`config.mk`:
```
export PLATFORM = sky130hd
export DESIGN_NAME = scs_spi_port
export DESIGN_NICKNAME = d
export VERILOG_FILES = /design/src/hw/scs_pkg.sv /design/src/hw/scs_spi_port.sv /design/src/hw/scs_clkgen.sv /design/src/hw/scs_edge.sv
export SDC_FILE = /design/constraint.sdc
export NUM_CORES = 1
export LEC_CHECK = 0
export BUFFER_PORTS_ARGS = -buffer_cell sky130_fd_sc_hd__buf_2
export CORE_MARGIN = 2
export CORE_UTILIZATION = 49
export CTS_BUF_LIST = sky130_fd_sc_hd__clkbuf_4 sky130_fd_sc_hd__clkbuf_8
export CTS_CLUSTER_DIAMETER = 60
export DETAILED_ROUTE_END_ITERATION = 7
export GPL_ROUTABILITY_DRIVEN = 0
export GPL_TIMING_DRIVEN = 1
export PLACE_DENSITY = 0.8
export SKIP_LAST_GASP = 1
export SLEW_MARGIN = 20
export SYNTH_ARGS = -nofsm -noshare
export SYNTH_HDL_FRONTEND = slang
export SYNTH_SLANG_ARGS = --single-unit
```
`constraint.sdc`:
```
create_clock -name clk_sys_i -period 5.4 [get_ports clk_sys_i]
set_clock_uncertainty 0.15 [all_clocks]
set_input_delay 0.54 -clock clk_sys_i [delete_from_list [all_inputs] [get_ports clk_sys_i]]
set_output_delay 0.54 -clock clk_sys_i [all_outputs]
set_load 0.02 [all_outputs]
```
`src/hw/scs_pkg.sv`:
```
// constants for the clock-stop spi port
package scs_pkg;
	localparam int WORD_W = 16;
	localparam int DIV_W = 8;
	localparam int CNT_W = 5;
	localparam logic [1:0] MODE_NODELAY = 2'h2;
	localparam logic [1:0] MODE_DELAY = 2'h3;
	localparam logic [7:0] SLAVE_DIV = 8'h01;
	localparam logic SLAVE_SRC = 1'h1;
	localparam logic DIR_OUT = 1'h1;
	localparam logic DIR_IN = 1'h0;
	typedef enum logic [2:0] {
		SCS_IDLE = 3'h0,
		SCS_LEAD = 3'h1,
		SCS_SHIFT = 3'h2,
		SCS_TAIL = 3'h3,
		SCS_GAP = 3'h4
	} scs_state_t;
endpackage

```
`src/hw/scs_spi_port.sv`:
```
// clock-stop spi engine, master and slave, clock polarity zero
`timescale 1ns/1ps
`default_nettype none
// Overview of operation
// - the generated serial clock period is divider plus one system clocks.
// - the low phase is half the period, or divider/2 clocks when the divider is even.
// - the high phase is half the period, or divider/2 plus one when even.
// - as master the frame sync output is inverted to form an active-low enable.
// - as slave the active-low enable input is inverted before internal use.
// - as master tx clock and tx sync are outputs and rx clock and rx sync inputs.
// - as slave all four direction settings are inputs.
// - the enable goes low before the first rising clock edge that starts the word.
// - master lead time is one low phase in mode 10b and one period in mode 11b.
// - in mode 10b data is sampled on falling edges and changes after rising edges.
// - in mode 11b data is sampled on rising edges and changes after falling edges.
// - master holds enable one period in 10b and one low phase in 11b after the last fall.
// - in 10b the master releases data one low phase after the last falling edge.
// - as slave data is driven after enable falls and released after it rises.
module scs_spi_port #(
	parameter int WORD_W = scs_pkg::WORD_W,
	parameter int DIV_W = scs_pkg::DIV_W
) (
	input wire logic clk_sys_i,
	input wire logic rst_i,
	input wire logic master_i,
	input wire logic [1:0] clock_stop_mode_select_i,
	input wire logic [DIV_W-1:0] sample_clock_divider_i,
	input wire logic sample_clock_source_select_i,
	input wire logic tx_frame_sync_polarity_i,
	input wire logic rx_frame_sync_polarity_i,
	input wire logic start_i,
	input wire logic [WORD_W-1:0] tx_word_i,
	output logic [WORD_W-1:0] rx_word_o,
	output logic rx_valid_o,
	output logic busy_o,
	output logic cfg_error_o,
	output logic tx_clock_direction_o,
	output logic rx_clock_direction_o,
	output logic tx_frame_sync_direction_o,
	output logic rx_frame_sync_direction_o,
	input wire logic tx_serial_clock_pin_i,
	output logic tx_serial_clock_pin_o,
	output logic tx_serial_clock_pin_oe_o,
	input wire logic tx_frame_sync_pin_i,
	output logic tx_frame_sync_pin_o,
	output logic tx_frame_sync_pin_oe_o,
	input wire logic rx_frame_sync_pin_i,
	input wire logic serial_data_in_pin_i,
	output logic serial_data_out_pin_o,
	output logic serial_data_out_pin_oe_o
);
	scs_pkg::scs_state_t state_q, state_d;
	logic [WORD_W-1:0] tx_sh_q, rx_sh_q, rx_word_q;
	logic [scs_pkg::CNT_W-1:0] bits_q;
	logic [1:0] ph_q;
	logic rx_valid_q, oe_q, sclk_run, tick, sclk_lvl;
	logic mode11, m_sample, m_shift, s_rise, s_fall, s_en, s_en_q;
	logic s_sample, s_shift, last_bit, fs_active;
	logic [DIV_W:0] per_w;
	logic [DIV_W-1:0] hi_len_w, lead_q;
	logic lead_hold, done_bits;

	assign mode11 = (clock_stop_mode_select_i == scs_pkg::MODE_DELAY);
	// 11b lead: hold the divider for one high phase, then its low phase ends the lead
	assign per_w = {1'b0, sample_clock_divider_i} + (DIV_W+1)'(1);
	assign hi_len_w = DIV_W'(per_w - {1'b0, per_w[DIV_W:1]});
	assign lead_hold = mode11 && (state_q == scs_pkg::SCS_LEAD) && (lead_q != hi_len_w);
	assign sclk_run = master_i && (state_q != scs_pkg::SCS_IDLE) && !lead_hold;

	scs_clkgen #(.DIV_W(DIV_W)) u_clk (
		.clk_sys_i(clk_sys_i),
		.rst_i(rst_i),
		.run_i(sclk_run),
		.sample_clock_divider_i(sample_clock_divider_i),
		.tick_o(tick),
		.level_o(sclk_lvl)
	);

	scs_edge u_edge (
		.clk_sys_i(clk_sys_i),
		.rst_i(rst_i),
		.sig_i(tx_serial_clock_pin_i),
		.rise_o(s_rise),
		.fall_o(s_fall)
	);

	// tx directions follow the role, rx directions are always inputs
	assign tx_clock_direction_o = master_i ? scs_pkg::DIR_OUT : scs_pkg::DIR_IN;
	assign tx_frame_sync_direction_o = master_i ? scs_pkg::DIR_OUT : scs_pkg::DIR_IN;
	assign rx_clock_direction_o = scs_pkg::DIR_IN;
	assign rx_frame_sync_direction_o = scs_pkg::DIR_IN;
	// slave clocking is only specified at half rate
	assign cfg_error_o = !master_i && (sample_clock_divider_i != scs_pkg::SLAVE_DIV
		|| sample_clock_source_select_i != scs_pkg::SLAVE_SRC);

	// slave enable after inversion of the active-low input
	assign s_en = !master_i && (tx_frame_sync_polarity_i ? !tx_frame_sync_pin_i
		: tx_frame_sync_pin_i) && (rx_frame_sync_polarity_i ? !rx_frame_sync_pin_i
		: rx_frame_sync_pin_i);

	// master sample/shift points in its own clock phases
	// in 11b the first rise is the lead's last tick, so it samples too
	assign m_sample = tick && (state_q == scs_pkg::SCS_SHIFT
		|| (mode11 && state_q == scs_pkg::SCS_LEAD)) && (mode11 ? !sclk_lvl : sclk_lvl);
	assign m_shift = tick && (state_q == scs_pkg::SCS_SHIFT) && (mode11 ? sclk_lvl : !sclk_lvl);
	assign s_sample = s_en && (mode11 ? s_rise : s_fall);
	assign s_shift = s_en && (mode11 ? s_fall : s_rise);
	assign last_bit = (bits_q == scs_pkg::CNT_W'(WORD_W - 1));
	assign done_bits = (bits_q == scs_pkg::CNT_W'(WORD_W));

	// master frame sync active in lead, shift and tail
	assign fs_active = master_i && (state_q == scs_pkg::SCS_LEAD
		|| state_q == scs_pkg::SCS_SHIFT || state_q == scs_pkg::SCS_TAIL);
	assign tx_frame_sync_pin_o = tx_frame_sync_polarity_i ? !fs_active : fs_active;
	assign tx_frame_sync_pin_oe_o = master_i;
	// clock forced low outside the shift window
	assign tx_serial_clock_pin_o = (state_q == scs_pkg::SCS_SHIFT) && sclk_lvl;
	assign tx_serial_clock_pin_oe_o = master_i;
	assign serial_data_out_pin_o = tx_sh_q[WORD_W-1];
	assign serial_data_out_pin_oe_o = oe_q;
	assign rx_word_o = rx_word_q;
	assign rx_valid_o = rx_valid_q;
	assign busy_o = (state_q != scs_pkg::SCS_IDLE) || s_en;

	always_comb begin
		state_d = state_q;
		unique case (state_q)
			scs_pkg::SCS_IDLE: if (master_i && start_i) state_d = scs_pkg::SCS_LEAD;
			// lead of one low phase (10b) or a whole period (11b)
			scs_pkg::SCS_LEAD: if (tick)
				state_d = scs_pkg::SCS_SHIFT;
			// 10b ends on the last sampling fall, 11b on the fall after the last rise
			scs_pkg::SCS_SHIFT: if (mode11 ? (tick && sclk_lvl && done_bits)
				: (m_sample && last_bit))
				state_d = scs_pkg::SCS_TAIL;
			// tail of one period (10b) or one low phase (11b)
			scs_pkg::SCS_TAIL: if (tick && (ph_q == (mode11 ? 2'h0 : 2'h1)))
				state_d = scs_pkg::SCS_GAP;
			scs_pkg::SCS_GAP: state_d = scs_pkg::SCS_IDLE;
			default: state_d = scs_pkg::SCS_IDLE;
		endcase
	end

	always_ff @(posedge clk_sys_i) begin
		if (rst_i || (!master_i && state_q != scs_pkg::SCS_IDLE)) begin
			state_q <= scs_pkg::SCS_IDLE;
		end else begin
			state_q <= state_d;
		end
	end

	always_ff @(posedge clk_sys_i) begin
		if (rst_i || state_q != state_d) begin
			ph_q <= 2'h0;
		end else if (tick) begin
			ph_q <= ph_q + 2'h1;
		end
	end

	always_ff @(posedge clk_sys_i) begin
		if (rst_i || state_q != scs_pkg::SCS_LEAD) begin
			lead_q <= '0;
		end else if (lead_hold) begin
			lead_q <= lead_q + DIV_W'(1);
		end
	end

	always_ff @(posedge clk_sys_i) begin
		if (rst_i) begin
			s_en_q <= 1'b0;
		end else begin
			s_en_q <= s_en;
		end
	end

	always_ff @(posedge clk_sys_i) begin
		if (rst_i) begin
			tx_sh_q <= '0;
			rx_sh_q <= '0;
			rx_word_q <= '0;
			bits_q <= '0;
			rx_valid_q <= 1'b0;
			oe_q <= 1'b0;
		end else begin
			rx_valid_q <= 1'b0;
			if ((master_i && state_q == scs_pkg::SCS_IDLE && start_i)
				|| (s_en && !s_en_q)) begin
				tx_sh_q <= tx_word_i;
				bits_q <= '0;
				oe_q <= 1'b1;
			end else if (master_i ? m_sample : s_sample) begin
				rx_sh_q <= {rx_sh_q[WORD_W-2:0], serial_data_in_pin_i};
				if (last_bit) begin
					rx_word_q <= {rx_sh_q[WORD_W-2:0], serial_data_in_pin_i};
					rx_valid_q <= 1'b1;
				end
				bits_q <= done_bits ? bits_q : bits_q + scs_pkg::CNT_W'(1);
			end else if ((master_i ? m_shift : s_shift) && bits_q != '0) begin
				tx_sh_q <= {tx_sh_q[WORD_W-2:0], 1'b0};
			end
			if (master_i && state_q == scs_pkg::SCS_TAIL && tick && !mode11)
				oe_q <= 1'b0;
			else if (master_i && state_q == scs_pkg::SCS_GAP)
				oe_q <= 1'b0;
			else if (!master_i && !s_en && s_en_q)
				oe_q <= 1'b0;
		end
	end

	a_fs_before_clk: assert property (@(posedge clk_sys_i) disable iff (rst_i)
		master_i && $rose(tx_serial_clock_pin_o) |-> fs_active)
		else $error("clock rose without enable");
	a_idle_clk_low: assert property (@(posedge clk_sys_i) disable iff (rst_i)
		state_q == scs_pkg::SCS_IDLE |-> !tx_serial_clock_pin_o)
		else $error("clock toggles while idle");
	a_slave_dirs: assert property (@(posedge clk_sys_i) disable iff (rst_i)
		!master_i |-> !tx_clock_direction_o && !tx_frame_sync_direction_o)
		else $error("slave direction wrong");
	a_master_dirs: assert property (@(posedge clk_sys_i) disable iff (rst_i)
		master_i |-> tx_clock_direction_o && !rx_clock_direction_o)
		else $error("master direction wrong");
	a_fs_invert: assert property (@(posedge clk_sys_i) disable iff (rst_i)
		master_i && tx_frame_sync_polarity_i && fs_active |-> !tx_frame_sync_pin_o)
		else $error("enable not active low");
	a_slave_release: assert property (@(posedge clk_sys_i) disable iff (rst_i)
		!master_i && $fell(s_en) |=> !serial_data_out_pin_oe_o)
		else $error("slave kept driving");
	a_lead_bound: assert property (@(posedge clk_sys_i) disable iff (rst_i)
		$rose(fs_active) |-> ##[1:600] state_q == scs_pkg::SCS_SHIFT)
		else $error("lead too long");
	a_slave_cfg: assert property (@(posedge clk_sys_i) disable iff (rst_i)
		!master_i && sample_clock_divider_i != scs_pkg::SLAVE_DIV |-> cfg_error_o)
		else $error("bad slave clock not flagged");
	c_master_word: cover property (@(posedge clk_sys_i) master_i && rx_valid_q);
	c_slave_word: cover property (@(posedge clk_sys_i) !master_i && rx_valid_q);
	c_mode11: cover property (@(posedge clk_sys_i) mode11 && state_q == scs_pkg::SCS_TAIL);
endmodule
`default_nettype wire

```
`src/hw/scs_clkgen.sv`:
```
// divider that makes the sample rate clock phases
`timescale 1ns/1ps
`default_nettype none
module scs_clkgen #(
	parameter int DIV_W = 8
) (
	input wire logic clk_sys_i,
	input wire logic rst_i,
	input wire logic run_i,
	input wire logic [DIV_W-1:0] sample_clock_divider_i,
	output logic tick_o,
	output logic level_o
);
	// period is divider+1 cycles; high phase gets the extra cycle
	logic [DIV_W-1:0] cnt_q;
	logic level_q;
	logic [DIV_W-1:0] low_len;
	logic [DIV_W-1:0] high_len;
	logic [DIV_W:0] per;
	assign per = {1'b0, sample_clock_divider_i} + 1'b1;
	assign low_len = (per[DIV_W:1] == '0) ? DIV_W'(1) : per[DIV_W:1];
	assign high_len = DIV_W'(per - {1'b0, low_len}) == '0 ? DIV_W'(1)
		: DIV_W'(per - {1'b0, low_len});
	assign tick_o = run_i && (cnt_q == (level_q ? high_len : low_len) - DIV_W'(1));
	assign level_o = level_q;
	always_ff @(posedge clk_sys_i) begin
		if (rst_i || !run_i) begin
			cnt_q <= '0;
			level_q <= 1'b0;
		end else if (tick_o) begin
			cnt_q <= '0;
			level_q <= ~level_q;
		end else begin
			cnt_q <= cnt_q + DIV_W'(1);
		end
	end
	a_phase_even: assert property (@(posedge clk_sys_i) disable iff (rst_i)
		run_i && !sample_clock_divider_i[0] && sample_clock_divider_i != '0
		|-> low_len == (sample_clock_divider_i >> 1)
		&& high_len == (sample_clock_divider_i >> 1) + DIV_W'(1))
		else $error("even divider phase error");
	a_phase_odd: assert property (@(posedge clk_sys_i) disable iff (rst_i)
		run_i && sample_clock_divider_i[0]
		|-> low_len == high_len && {1'b0, low_len} + {1'b0, high_len} == per)
		else $error("odd divider phase error");
endmodule
`default_nettype wire

```
`src/hw/scs_edge.sv`:
```
// edge detector for the sampled external serial clock
`timescale 1ns/1ps
`default_nettype none
module scs_edge (
	input wire logic clk_sys_i,
	input wire logic rst_i,
	input wire logic sig_i,
	output logic rise_o,
	output logic fall_o
);
	logic prev_q;
	always_ff @(posedge clk_sys_i) begin
		if (rst_i) begin
			prev_q <= 1'b0;
		end else begin
			prev_q <= sig_i;
		end
	end
	assign rise_o = sig_i && !prev_q;
	assign fall_o = !sig_i && prev_q;
endmodule
`default_nettype wire

```
# Word level (Yosys, flattened, before mapping)
# Index checks and enable logic that the tools add are counted.
# word_totals
output_inout_bits	29
elab_cells	134
inputBits	37
register_bits	78
# op_classes
muxes	24
bitwise	5
reduce_logical	70
addsub	8
n_eq_ne	14
# op_table
op	count
2-to-1 mux 16 bit	3
logical AND 1 bit	34
2-to-1 mux 8 bit	3
adder 8 x 1 -> 8 bit (second input constant)	2
logical NOT 8 bit	2
subtractor 8 bit	2
2-to-1 mux 1 bit	13
logical NOT 1 bit	12
2-to-1 mux 3 bit	4
case mux 3 bit (4 select lines)	1
logical OR 1 bit	10
adder 8 x 1 -> 9 bit (second input constant)	1
== test 8 bit	1
inequality test 8 x 1 -> 1 bit (second input constant)	1
inequality test 8 bit	1
subtractor 8 x 1 -> 8 bit (second input constant)	1
== test 3 x 2 -> 1 bit (second input constant)	2
AND reduction 2 bit	3
adder 5 x 1 -> 5 bit (second input constant)	1
== test 5 x 4 -> 1 bit (second input constant)	1
== test 5 bit (second input constant)	1
inverter 1 bit	5
nonzero test 5 bit	1
OR reduction 2 bit	2
14 further kinds	14

# Longest topological paths before layout
# Gate-level depths: netlist (run 1).
# depth
depth_word	18
depth_mapped	27
mapped_depth_nobuf	25

# Modules after synthesis
# From an unflattened synthesis (run 1), not the netlist that was laid out.
# hier_totals
cells_unflattened	691
area_unflattened_um2	5516.5
# modules_own_cells
module	n_inst	seq_area_each_um2	area_each_um2	cells_per_inst
scs_spi_port	1	1361.3	3731.1	453
scs_clkgen	1	180.2	1746.7	234
scs_edge	1	20.0	38.8	4

# Least setup slack after synthesis (run 1)
# No wires, ideal clock.
# synth_timing
path_kind	input to register
start	input sample_clock_divider_i[0]
end	register tx_sh_q[10]
stages	25
arrival_time_ns	5.481
setup_ns	0.138
path_slack_ns	-0.368
t_required_ns	5.112
path_cell_list	ha_1 -> nand2_1 -> or3_1 -> nand2_1 -> inv_1 -> ha_1 -> nand4_1 -> nand2_1 -> ha_1 -> fa_1 -> nor2b_1 -> o22ai_2 -> xnor2_1 -> or4_4 -> a211oi_4 -> o21ai_0 -> ha_1 -> xor2_1 -> o211ai_1 -> a2111oi_2 -> nand4_1 -> o21ai_4 -> buf_8 -> mux2i_1 -> a211oi_1
# synth_via
elab_chain_len	16
# synth_rtl
element	line_no	rtl
from (decl)	scs_spi_port.sv:27	input wire logic [DIV_W-1:0] sample_clock_divider_i,
adder 8 x 1 -> 9 bit *	scs_spi_port.sv:65, scs_clkgen.sv:20	
logical NOT 8 bit	scs_clkgen.sv:21	assign low_len = (per[DIV_W:1] == '0) ? DIV_W'(1) : per[DIV_W:1];
2-to-1 mux 8 bit	scs_clkgen.sv:21	
subtractor 8 bit	scs_clkgen.sv:22, scs_clkgen.sv:23	
logical NOT 8 bit	scs_clkgen.sv:22	assign high_len = DIV_W'(per - {1'b0, low_len}) == '0 ? DIV_W'(1)
2-to-1 mux 8 bit	scs_clkgen.sv:22	
2-to-1 mux 8 bit	scs_clkgen.sv:24	assign tick_o = run_i && (cnt_q == (level_q ? high_len : low_len) - DIV_W'(1));
subtractor 8 x 1 -> 8 bit	scs_clkgen.sv:24	
== test 8 bit	scs_clkgen.sv:24	
logical AND 1 bit *	scs_clkgen.sv:24	
logical AND 1 bit (2 in a row)	scs_spi_port.sv:105	assign m_shift = tick && (state_q == scs_pkg::SCS_SHIFT) && (mode11 ? sclk_lvl : !sclk_lvl);
2-to-1 mux 1 bit	scs_spi_port.sv:198	end else if ((master_i ? m_shift : s_shift) && bits_q != '0) begin
logical AND 1 bit	scs_spi_port.sv:198	
nonzero test 2 bit (no source line)	n/a	
AND reduction 2 bit (no source line) *	n/a	
to (signal assigned)	scs_spi_port.sv:188	tx_sh_q <= tx_word_i;
to (signal assigned)	scs_spi_port.sv:199	tx_sh_q <= {tx_sh_q[WORD_W-2:0], 1'b0};
to (decl)	scs_spi_port.sv:53	logic [WORD_W-1:0] tx_sh_q, rx_sh_q, rx_word_q;
# Every way passes the cells marked *; elsewhere a longest branch is shown, timed or not.
# A chain may end at the register's enable or synchronous reset.

# Worst setup path after layout (run 1)
# layout_timing
start	input sample_clock_divider_i[3]
end	register tx_sh_q[9]
# Same word-level chain as after synthesis.

==> results of run 1 <==
## worst max-delay path, delay by kind of cell
kind,cells,cell delay (ns)
AO/OA/AOI/OAI,7,1.30
XOR/XNOR,3,0.54
adder cells (fa/ha/maj),4,1.15
buffers and inverters,4,0.53
multiplexers,1,0.20
AND/OR/NAND/NOR,6,1.28
## layout by cell type, fill, tap and decap left out, types with 12 or more instances in the layout
cell type / n
a211oi_1: 16
mux2i_1: 36
ha_1: 15
a21oi_1: 17
buf_2: 60
a21bo_1: 16
buf_4: 51
xor2_1: 21
dfxtp_1: 78
inv_1: 16
xnor2_1: 22
nand2_1: 26
nand3_2: 12
nand3_1: 29
nor2_1: 64
## power groups by stage
stage | Combinational (mW) | Clock, mW | Sequential, mW
after floorplan | 0.219 | 0 | 0.611
after global placement | 0.300 | 0 | 0.611
after detailed placement | 0.313 | 0 | 0.611
after CTS | 0.317 | 0.429 | 0.598
after global routing | 0.398 | 0.456 | 0.601
final | 0.367 | 0.426 | 0.599
## metal layers
| layer | part of all wire (%) | global-route usage (%) | wire length [um] | up-vias |
|---|---|---|---|---|
| met4 | 2.5 | 7.714 | 351 | 0 |
| met5 | 0 | 0 | 0 | - |
| met2 | 50 | 37.06 | 6958 | 206 |
| li1 | - | - | - | 2299 |
| met1 | 41 | 27.34 | 5707 | 2306 |
| met3 | 6.2 | 4.554 | 860 | 44 |
## final cells by class
class / count / area (um2)
fill: 694 / 3354
clock buffer: 9 / 123.9
clock inverter: 7 / 63.81
timing repair buffer: 128 / 970.9
inverter: 18 / 70.07
tap: 133 / 166.4
multi-input combinational: 454 / 3553
sequential: 78 / 1562
## worst paths after layout
kind	endpoint	depth (start not counted)
worst max register to register	rx_word_o[1]	14
worst min register to register	rx_word_o[15]	2
worst min-delay path	u_edge.prev_q	2
worst max-delay path	tx_sh_q[9]	25
## state kept, by name, summed over array words and instances, names as in the netlist
name,flops
s_en_q,1
u_clk.cnt_q,8
tx_sh_q,16
serial_data_out_pin_oe_o,1
rx_word_o,16
state_q,3
lead_q,8
rx_valid_o,1
bits_q,5
rx_sh_q,15
u_clk.level_o,1
u_edge.prev_q,1
ph_q,2
## cells by family (layout without fill, tap and decap cells)
group | after synthesis | count (layout) | synth area share (%)
mux | 39 | 39 | 7.815
compound gates | 121 | 121 | 18.18
xor+xnor | 48 | 48 | 8.390
buf+inv | 54 | 162 | 5.068
fa+ha+maj | 25 | 25 | 6.542
flops | 78 | 78 | 31.16
simple gates | 219 | 219 | 22.77
other cells | 1 | 2 | 0.07483
## metrics by stage
step	instance area (um2)	util [%]	hold slack (ns)	setup TNS, ns
floorplan	5074	-	0.2928	-0.4057
CTS	5941	60.22	0.2744	0
finish	6510	65.99	0.2802	-1.573
detailed placement	5741	58.19	0.3274	-22.24
global route	6510	65.99	0.2860	-11.94
global placement	5741	58.19	0.3149	-11.73
## repair_timing
action	in CTS	in global routing
resized for setup	1	71
pin swaps	0	47
setup buffers	0	13
setup endpoints to repair	32	61
cloned	0	7
==> flow_metrics.tcl, run 1 <==
set metrics [dict create \
    internal_power_mw 0.9349 \
    cp.required_ns 5.44 \
    p_total_mw 1.392 \
    worst_pin_slew_ns 1.155 \
    hold_path_class "input pin to flop" \
    syn_inst 585 \
    row_count 36 \
    crit_arrival_ns 5.53 \
    ioPinCount 66 \
    pwr-share-clk_pct 30.6 \
    cts_tree "built" \
    switching_share_pct 32.83 \
    synth_area_leaders "dfxtp_1 31%, mux2i_1 7.6%, ha_1 5.7%, nor2_1 4.9%, xnor2_1 4.7%" \
    yosys.area.top_type "dfxtp_1" \
    cts_buffer_depth 2 \
    rsz0062_at_grt "yes" \
    critPathCaptureType "flop" \
    r2r_setup_slack_ns 1.62 \
    ir_drop_v 0.0001784 \
    hpwl_um 8636 \
    synth_edf_count 0 \
    cts.sinks 78 \
    crit_start "sample_clock_divider_i[3]" \
    syn_area_um2 5011 \
    overflow 0 \
    p_per_area_nw_per_um2 213.8 \
    root_buffer "clkbuf_8" \
    synth_commonest_cells "78 x dfxtp_1, 66 x nor2_1, 40 x nand3_1" \
    yosysWarningCount 0 \
    finalMaxSlewViolations 0 \
    max_stage_delay_ns 0.54 \
    period_share_pct 101.8 \
    ant_nets 0 \
    grt_pass1_wl_um 20240 \
    synth_top_area_share_pct 31.16 \
    nNetsFinal 751 \
    ys.flop_type "dfxtp_1" \
    start_util_pct 50.80 \
    routedWlPerCell_um 16.78 \
    vias 4855 \
    diodes 0 \
    max_cap_violations 0 \
    synth-async-reset-ratio_pct 0 \
    finalWorstSetupSlack_ns -0.09552 \
    yosysMostFrequentCell "dfxtp_1" \
    critPathMaxFanout 8 \
    period_needed_ns 5.496 \
    via_per_inst 5.871 \
    clock_latency_ns 0.37 \
    pwr-share-seq_pct 43.1 \
    status "complete, but fails checks" \
    path_class "input pin to flop" \
    power.leakage_nw 2.585 \
    synth.distinct_cells 74 \
    timing.fmax_mhz 182.0 \
    cpMaxStageDelayCell "or4_4" \
    place_ws_ns -0.4285 \
    port_buffers 63 \
    synth-seq-area-share_pct 31.16 \
    failed_checks "setup timing" \
    cts_buffers 9 \
    grt_pass1_vias 4446 \
    setup_viol 34 \
    die_width_um 105.1 \
    die_area_um2 11050 \
    dpl.cell_count 791 \
    grt_usage_pct 21.84 \
    drt_iter0_markers 295 \
    stdcell_count 827 \
    max-slew-margin-rel_pct 23.02 \
    ys_ff_latch 78 \
    drc 0 \
    drt-total-wl_um 13880 \
    core_um2 9864 \
    layout-drive-gt1-share_pct 31.84 \
    power_switching_mw 0.4570 \
    htree_levels 3 \
    startpoint_type "input pin" \
    ctsHoldBuffers 0 \
    avgSynthCellArea_um2 8.566 \
    hp-start "tx_serial_clock_pin_i" \
    firstDrtPassIters 4 \
    antenna_found_initial 0 \
    syn_to_final_growth_pct 29.91 \
    path_clk_slew_ns 0.09 \
    combPwrFrac_pct 26.4 \
    hold_violations 0 \
    grt_max_degree 59 \
    die_h_um 105.1 \
    r2r-start "u_clk.level_o" \
]
Power figures use the tool's default switching activity.
==> run 2, diff against run 1 <==
SKIP_LAST_GASP = default   (was 1)
==> flow_metrics.tcl, run 2 (synthesis gave the netlist of run 1 again) <==
set metrics [dict create \
    pwr-share-clk_pct 30.7 \
    internal_power_mw 0.9352 \
    combPwrFrac_pct 26.4 \
    status "complete, but fails checks" \
    grt_max_degree 59 \
    worst_pin_slew_ns 1.165 \
    r2r_cells 12 \
    power_switching_mw 0.4628 \
    wl_met1_um 5924 \
    hpwl_um 8636 \
    ff_latch_area_um2 1562 \
    setup_viol 36 \
    vias 4871 \
    drt-total-wl_um 14400 \
    period_needed_ns 5.508 \
    core_um2 9864 \
    n_fill_cell 689 \
    timing.fmax_mhz 181.5 \
    rsz0062_at_grt "yes" \
    r2r_setup_slack_ns 1.56 \
    switching_share_pct 33.10 \
    hp-start "tx_serial_clock_pin_i" \
    failed_checks "setup timing" \
    rr_endpoint "tx_sh_q[9]" \
    finalMaxSlewViolations 0 \
    ioPinCount 66 \
    port_buffers 63 \
    cts_tree "built" \
    clock_latency_ns 0.38 \
    syn_to_final_growth_pct 30.14 \
    hold_path_class "input pin to flop" \
    die_h_um 105.1 \
    utilization_pct 66.11 \
    diodes 0 \
    die_width_um 105.1 \
    routedWlPerCell_um 17.41 \
    r2r-start "u_clk.level_o" \
    path_class "input pin to flop" \
    die_area_um2 11050 \
    antenna_found_initial 0 \
    max-slew-margin-rel_pct 22.36 \
    crit_arrival_ns 5.55 \
    power.leakage_nw 2.586 \
    startpoint_type "input pin" \
    pwr-share-seq_pct 42.9 \
    cts_buffers 9 \
    holdPathStages 2 \
    drt_iter0_markers 347 \
    multi_input_area_um2 3565 \
    critPathCaptureType "flop" \
    grt_pass1_vias 4446 \
    mostFrequentLayoutCell "dfxtp_1" \
    path_clk_slew_ns 0.09 \
    p_per_area_nw_per_um2 214.4 \
    tns_ns -1.887 \
    layout-drive-gt1-share_pct 32.13 \
    grt_usage_pct 21.84 \
    start_util_pct 50.80 \
    row_count 36 \
    grt_pass1_wl_um 20240 \
    hold_violations 0 \
    ant_nets 0 \
    finalWorstSetupSlack_ns -0.1081 \
    root_buffer "clkbuf_8" \
    nNetsFinal 751 \
    highest_layer "met4" \
    max_cap_violations 0 \
    cp.required_ns 5.44 \
    min_to "u_edge.prev_q" \
    wl_met3_um 809 \
    dr_wl_met2_um 7199 \
    drc 0 \
    overflow 0 \
    ctsHoldBuffers 0 \
    critPathMaxFanout 8 \
    cts.sinks 78 \
    firstDrtPassIters 5 \
    period_share_pct 102.0 \
    ir_drop_v 0.0001784 \
    cts_buffer_depth 2 \
    via_per_inst 5.890 \
    htree_levels 3 \
    mostFrequentLayoutCells "78 x dfxtp_1, 64 x nor2_1, 60 x buf_2" \
]
## run 2: cell counts in the layout (fill, tap and decap cells not counted)
Identical to the previous run, type by type.
## run 2: power by group through the flow
| stage | clock, mW | combinational (mW) | sequential (mW) |
|---|---|---|---|
| global route | 0.459 | 0.398 | 0.601 |
| CTS | 0.429 | 0.317 | 0.598 |
| detailed placement | 0 | 0.313 | 0.611 |
| finish | 0.430 | 0.369 | 0.599 |
| global placement | 0 | 0.300 | 0.611 |
| floorplan | 0 | 0.219 | 0.611 |
## run 2: what timing repair did
action                                  in CTS  in global routing
gates cloned                                 0                  7
buffers inserted                             0                 13
resized for setup                            1                 73
hold endpoints to repair                     0                  0
endpoints found under the setup margin      32                 61
pin swaps                                    0                 47
## run 2: worst max-delay path, cell delays in order
cell and delay [ns]:
buf_6 0.10, and3_4 0.20, nand3_2 0.10, xnor2_2 0.24, inv_2 0.10, ha_4 0.18, nand4_1 0.15, nand2_2 0.09
ha_4 0.18, fa_2 0.42, nor2b_4 0.16, o22ai_4 0.08, xnor2_2 0.15, or4_4 0.54, a211oi_4 0.23, o21ai_1 0.10
ha_2 0.22, o21ai_0 0.12, o22ai_1 0.20, a2111oi_4 0.46, nand4_1 0.25, o21ai_4 0.27, buf_12 0.18, mux2i_1 0.20
a211oi_1 0.10
## run 2: how the worst max path moves through the flow
stage	from	endpoint	slack (ns)	cells after the start
2_1_floorplan	sample_clock_divider_i[1]	tx_sh_q[7]	-0.05	25
3_3_place_gp	sample_clock_divider_i[2]	rx_sh_q[13]	-0.24	25
3_5_place_dp	sample_clock_divider_i[2]	rx_sh_q[13]	-0.43	25
4_1_cts	sample_clock_divider_i[2]	state_q[0]	0.02	24
5_1_grt	sample_clock_divider_i[2]	rx_sh_q[9]	-0.28	26
6_report	sample_clock_divider_i[2]	tx_sh_q[9]	-0.11	25
## run 2: layer usage
metal / GRT usage (%) / vias up
met3: 4.554 / 48
met2: 37.06 / 202
met5: 0 / -
li1: - / 2295
met1: 27.34 / 2326
met4: 7.714 / 0
## run 2: layout make-up
| cell class | count | area share, % |
|---|---|---|
| multi-input combinational | 454 | 54.66 |
| clock buffer | 9 | 1.899 |
| sequential | 78 | 23.94 |
| clock inverter | 7 | 0.9785 |
| inverter | 18 | 1.074 |
| tap | 133 | 2.552 |
| timing repair buffer | 128 | 14.89 |
## run 2: through the flow
stage                     area (um2)  setup slack (ns)  total power [mW]  hold slack (ns)  std cells
after floorplan                 5074          -0.04518            0.8293           0.2928        586
after global placement          5741           -0.2400            0.9109           0.3149        791
after detailed placement        5741           -0.4285            0.9238           0.3274        791
after CTS                       5941           0.01554             1.344           0.2744        807
after global routing            6521           -0.2762             1.459           0.2917        827
final                           6521           -0.1081             1.398           0.2806        827
==> run 3, diff against run 2 <==
ABC_AREA = 1   (was default)
CORE_ASPECT_RATIO = 0.8   (was default)
==> flow_metrics.tcl, run 3 <==
set metrics [dict create \
    status "complete, no violations" \
    drt-total-wl_um 12290 \
    max-slew-margin-rel_pct 45.45 \
    clock_latency_ns 0.37 \
    yosysWarningCount 0 \
    ctsHoldBuffers 0 \
    die_width_um 117.5 \
    fin_area_um2 5893 \
    max_stage_delay_ns 0.53 \
    synth_top_area_share_pct 30.90 \
    grt_use_met3_pct 5.193 \
    synth_area_leaders "dfxtp_1 31%, nand2_1 16%, nand3_1 9.7%, inv_1 7.1%, nor2_1 6.2%" \
    timing.fmax_mhz 195.2 \
    port_buffers 63 \
    dpl-instance-area_um2 5514 \
    mostFrequentLayoutCell "nand2_1" \
    row_count 33 \
    grt_max_degree 33 \
    grt.met2_usage_pct 33.48 \
    routedWlPerCell_um 12.17 \
    critPathCaptureType "flop" \
    cts.sinks 78 \
    via_per_inst 5.072 \
    ant_nets 0 \
    n_fill_cell 996 \
    tns_ns 0 \
    synth_commonest_cells "219 x nand2_1, 98 x nand3_1, 96 x inv_1" \
    crit_start "sample_clock_divider_i[0]" \
    hp-start "tx_serial_clock_pin_i" \
    drc 0 \
    worst_pin_slew_ns 0.8131 \
    nNetsFinal 927 \
    startpoint_type "input pin" \
    grt_pass1_vias 4454 \
    cts_buffers 9 \
    ir_drop_v 0.0001532 \
    synth-seq-area-share_pct 30.90 \
    period_needed_ns 5.123 \
    cp_common_cell "nand2_1" \
    r2r-start "u_clk.level_o" \
    start_util_pct 49.75 \
    finalMaxSlewViolations 0 \
    drt_iter0_markers 463 \
    synth_edf_count 0 \
    met1_usage_pct 32.34 \
    htree_levels 3 \
    cp.required_ns 5.51 \
    top_usage_layer "met2" \
    hold_path_class "input pin to flop" \
    hold_violations 0 \
    ys_ff_latch 78 \
    p_per_area_nw_per_um2 240.9 \
    vias 5123 \
    root_buffer "clkbuf_8" \
    syn_area_um2 5054 \
    yosys.area.top_type "dfxtp_1" \
    grt_pass1_wl_um 20600 \
    avgSynthCellArea_um2 6.357 \
    path_clk_slew_ns 0.09 \
    period_share_pct 94.86 \
    hpwl_um 8635 \
    max_cap_violations 0 \
    synth.distinct_cells 38 \
    antenna_found_initial 0 \
    grt_usage_pct 22.40 \
    mostFrequentLayoutCells "211 x nand2_1, 96 x nand3_1, 95 x inv_1" \
    setup_viol 0 \
    cpMaxStageDelayCell "fa_2" \
    yosysMostFrequentCell "nand2_1" \
    overflow 0 \
    ys.flop_type "dfxtp_1" \
    syn_to_final_growth_pct 16.61 \
    syn_inst 795 \
    crit_arrival_ns 5.24 \
    firstDrtPassIters 5 \
    layout-drive-gt1-share_pct 16.21 \
    critPathMaxFanout 16 \
    power.leakage_nw 2.827 \
    cts_buffer_depth 2 \
    utilization_pct 58.02 \
    p_total_mw 1.419 \
    cts_tree "built" \
    diodes 0 \
    core_um2 10160 \
    path_class "input pin to flop" \
    ioPinCount 66 \
    die_area_um2 11150 \
    synth-async-reset-ratio_pct 0 \
    die_h_um 94.84 \
]
==> run 3: cell count changes in the layout (fill, tap and decap cells not counted), moves of 33 or more <==
cell / previous run / this run
a21oi_1: 17 / 50
nand2_1: 26 / 211
nand3_1: 29 / 96
mux2i_1: 35 / 0
inv_1: 16 / 95
buf_4: 51 / 18
==> run 3: power breakdown <==
part	internal, mW	switching (mW)
clock network	0.269	0.231
registers	0.590	0.00547
logic	0.118	0.205
==> run 3: metal layers <==
metal | vias to the layer above | wire [um]
met5 | - | 0
met4 | 0 | 174
met3 | 17 | 568
met2 | 136 | 5418
met1 | 2299 | 6132
li1 | 2671 | -
==> run 3: layout make-up <==
type / count / area (um2) / share of cell area, %
Clock buffer: 10 / 131.4 / 2.229
Clock inverter: 6 / 93.84 / 1.592
Inverter: 104 / 390.4 / 6.624
Multi-Input combinational cell: 587 / 3045 / 51.68
Sequential cell: 78 / 1562 / 26.50
Tap cell: 140 / 175.2 / 2.972
Timing Repair Buffer: 85 / 495.5 / 8.408
==> run 3: worst max-delay path: cells and delay by family <==
kind | cells | cell delay [ns]
and+or+nand+nor | 25 | 2.36
AOI/OAI and AO/OA | 1 | 0.31
xor gates and xnor gates | 1 | 0.15
adders and majority gates | 4 | 1.17
buffers and inverters | 6 | 0.65
==> run 3: final timing paths <==
| path | cells after the start | slack (ns) | to |
|---|---|---|---|
| worst max-delay path | 37 | 0.28 | rx_word_o[7] |
| worst min-delay path | 3 | 0.25 | u_edge.prev_q |
| worst max register to register | 17 | 1.97 | rx_word_o[7] |
| worst min register to register | 2 | 0.31 | rx_word_o[2] |
==> run 3: repair_timing <==
item | CTS | global route
setup endpoints to repair | 0 | 56
setup buffers | 0 | 8
gates resized for setup | 0 | 24
==> run 3: stage by stage <==
step	instances	hold slack [ns]	setup slack, ns
2_1_floorplan	796	0.2887	0.2756
3_3_place_gp	986	0.2997	0.05442
3_5_place_dp	986	0.3052	-0.1213
4_1_cts	1002	0.2399	0.2513
5_1_grt	1010	0.2536	-0.05166
6_report	1010	0.2472	0.2774
==> run 3: cells by family after synthesis <==
kind of cell / after synthesis / synth area share (%)
buffers and inverters: 131 / 10.47
other: 1 / 0.07420
AO/OA/AOI/OAI: 84 / 8.666
XOR/XNOR: 27 / 4.952
adder cells (fa/ha/maj): 25 / 6.487
AND/OR/NAND/NOR: 449 / 38.45
flip-flops: 78 / 30.90
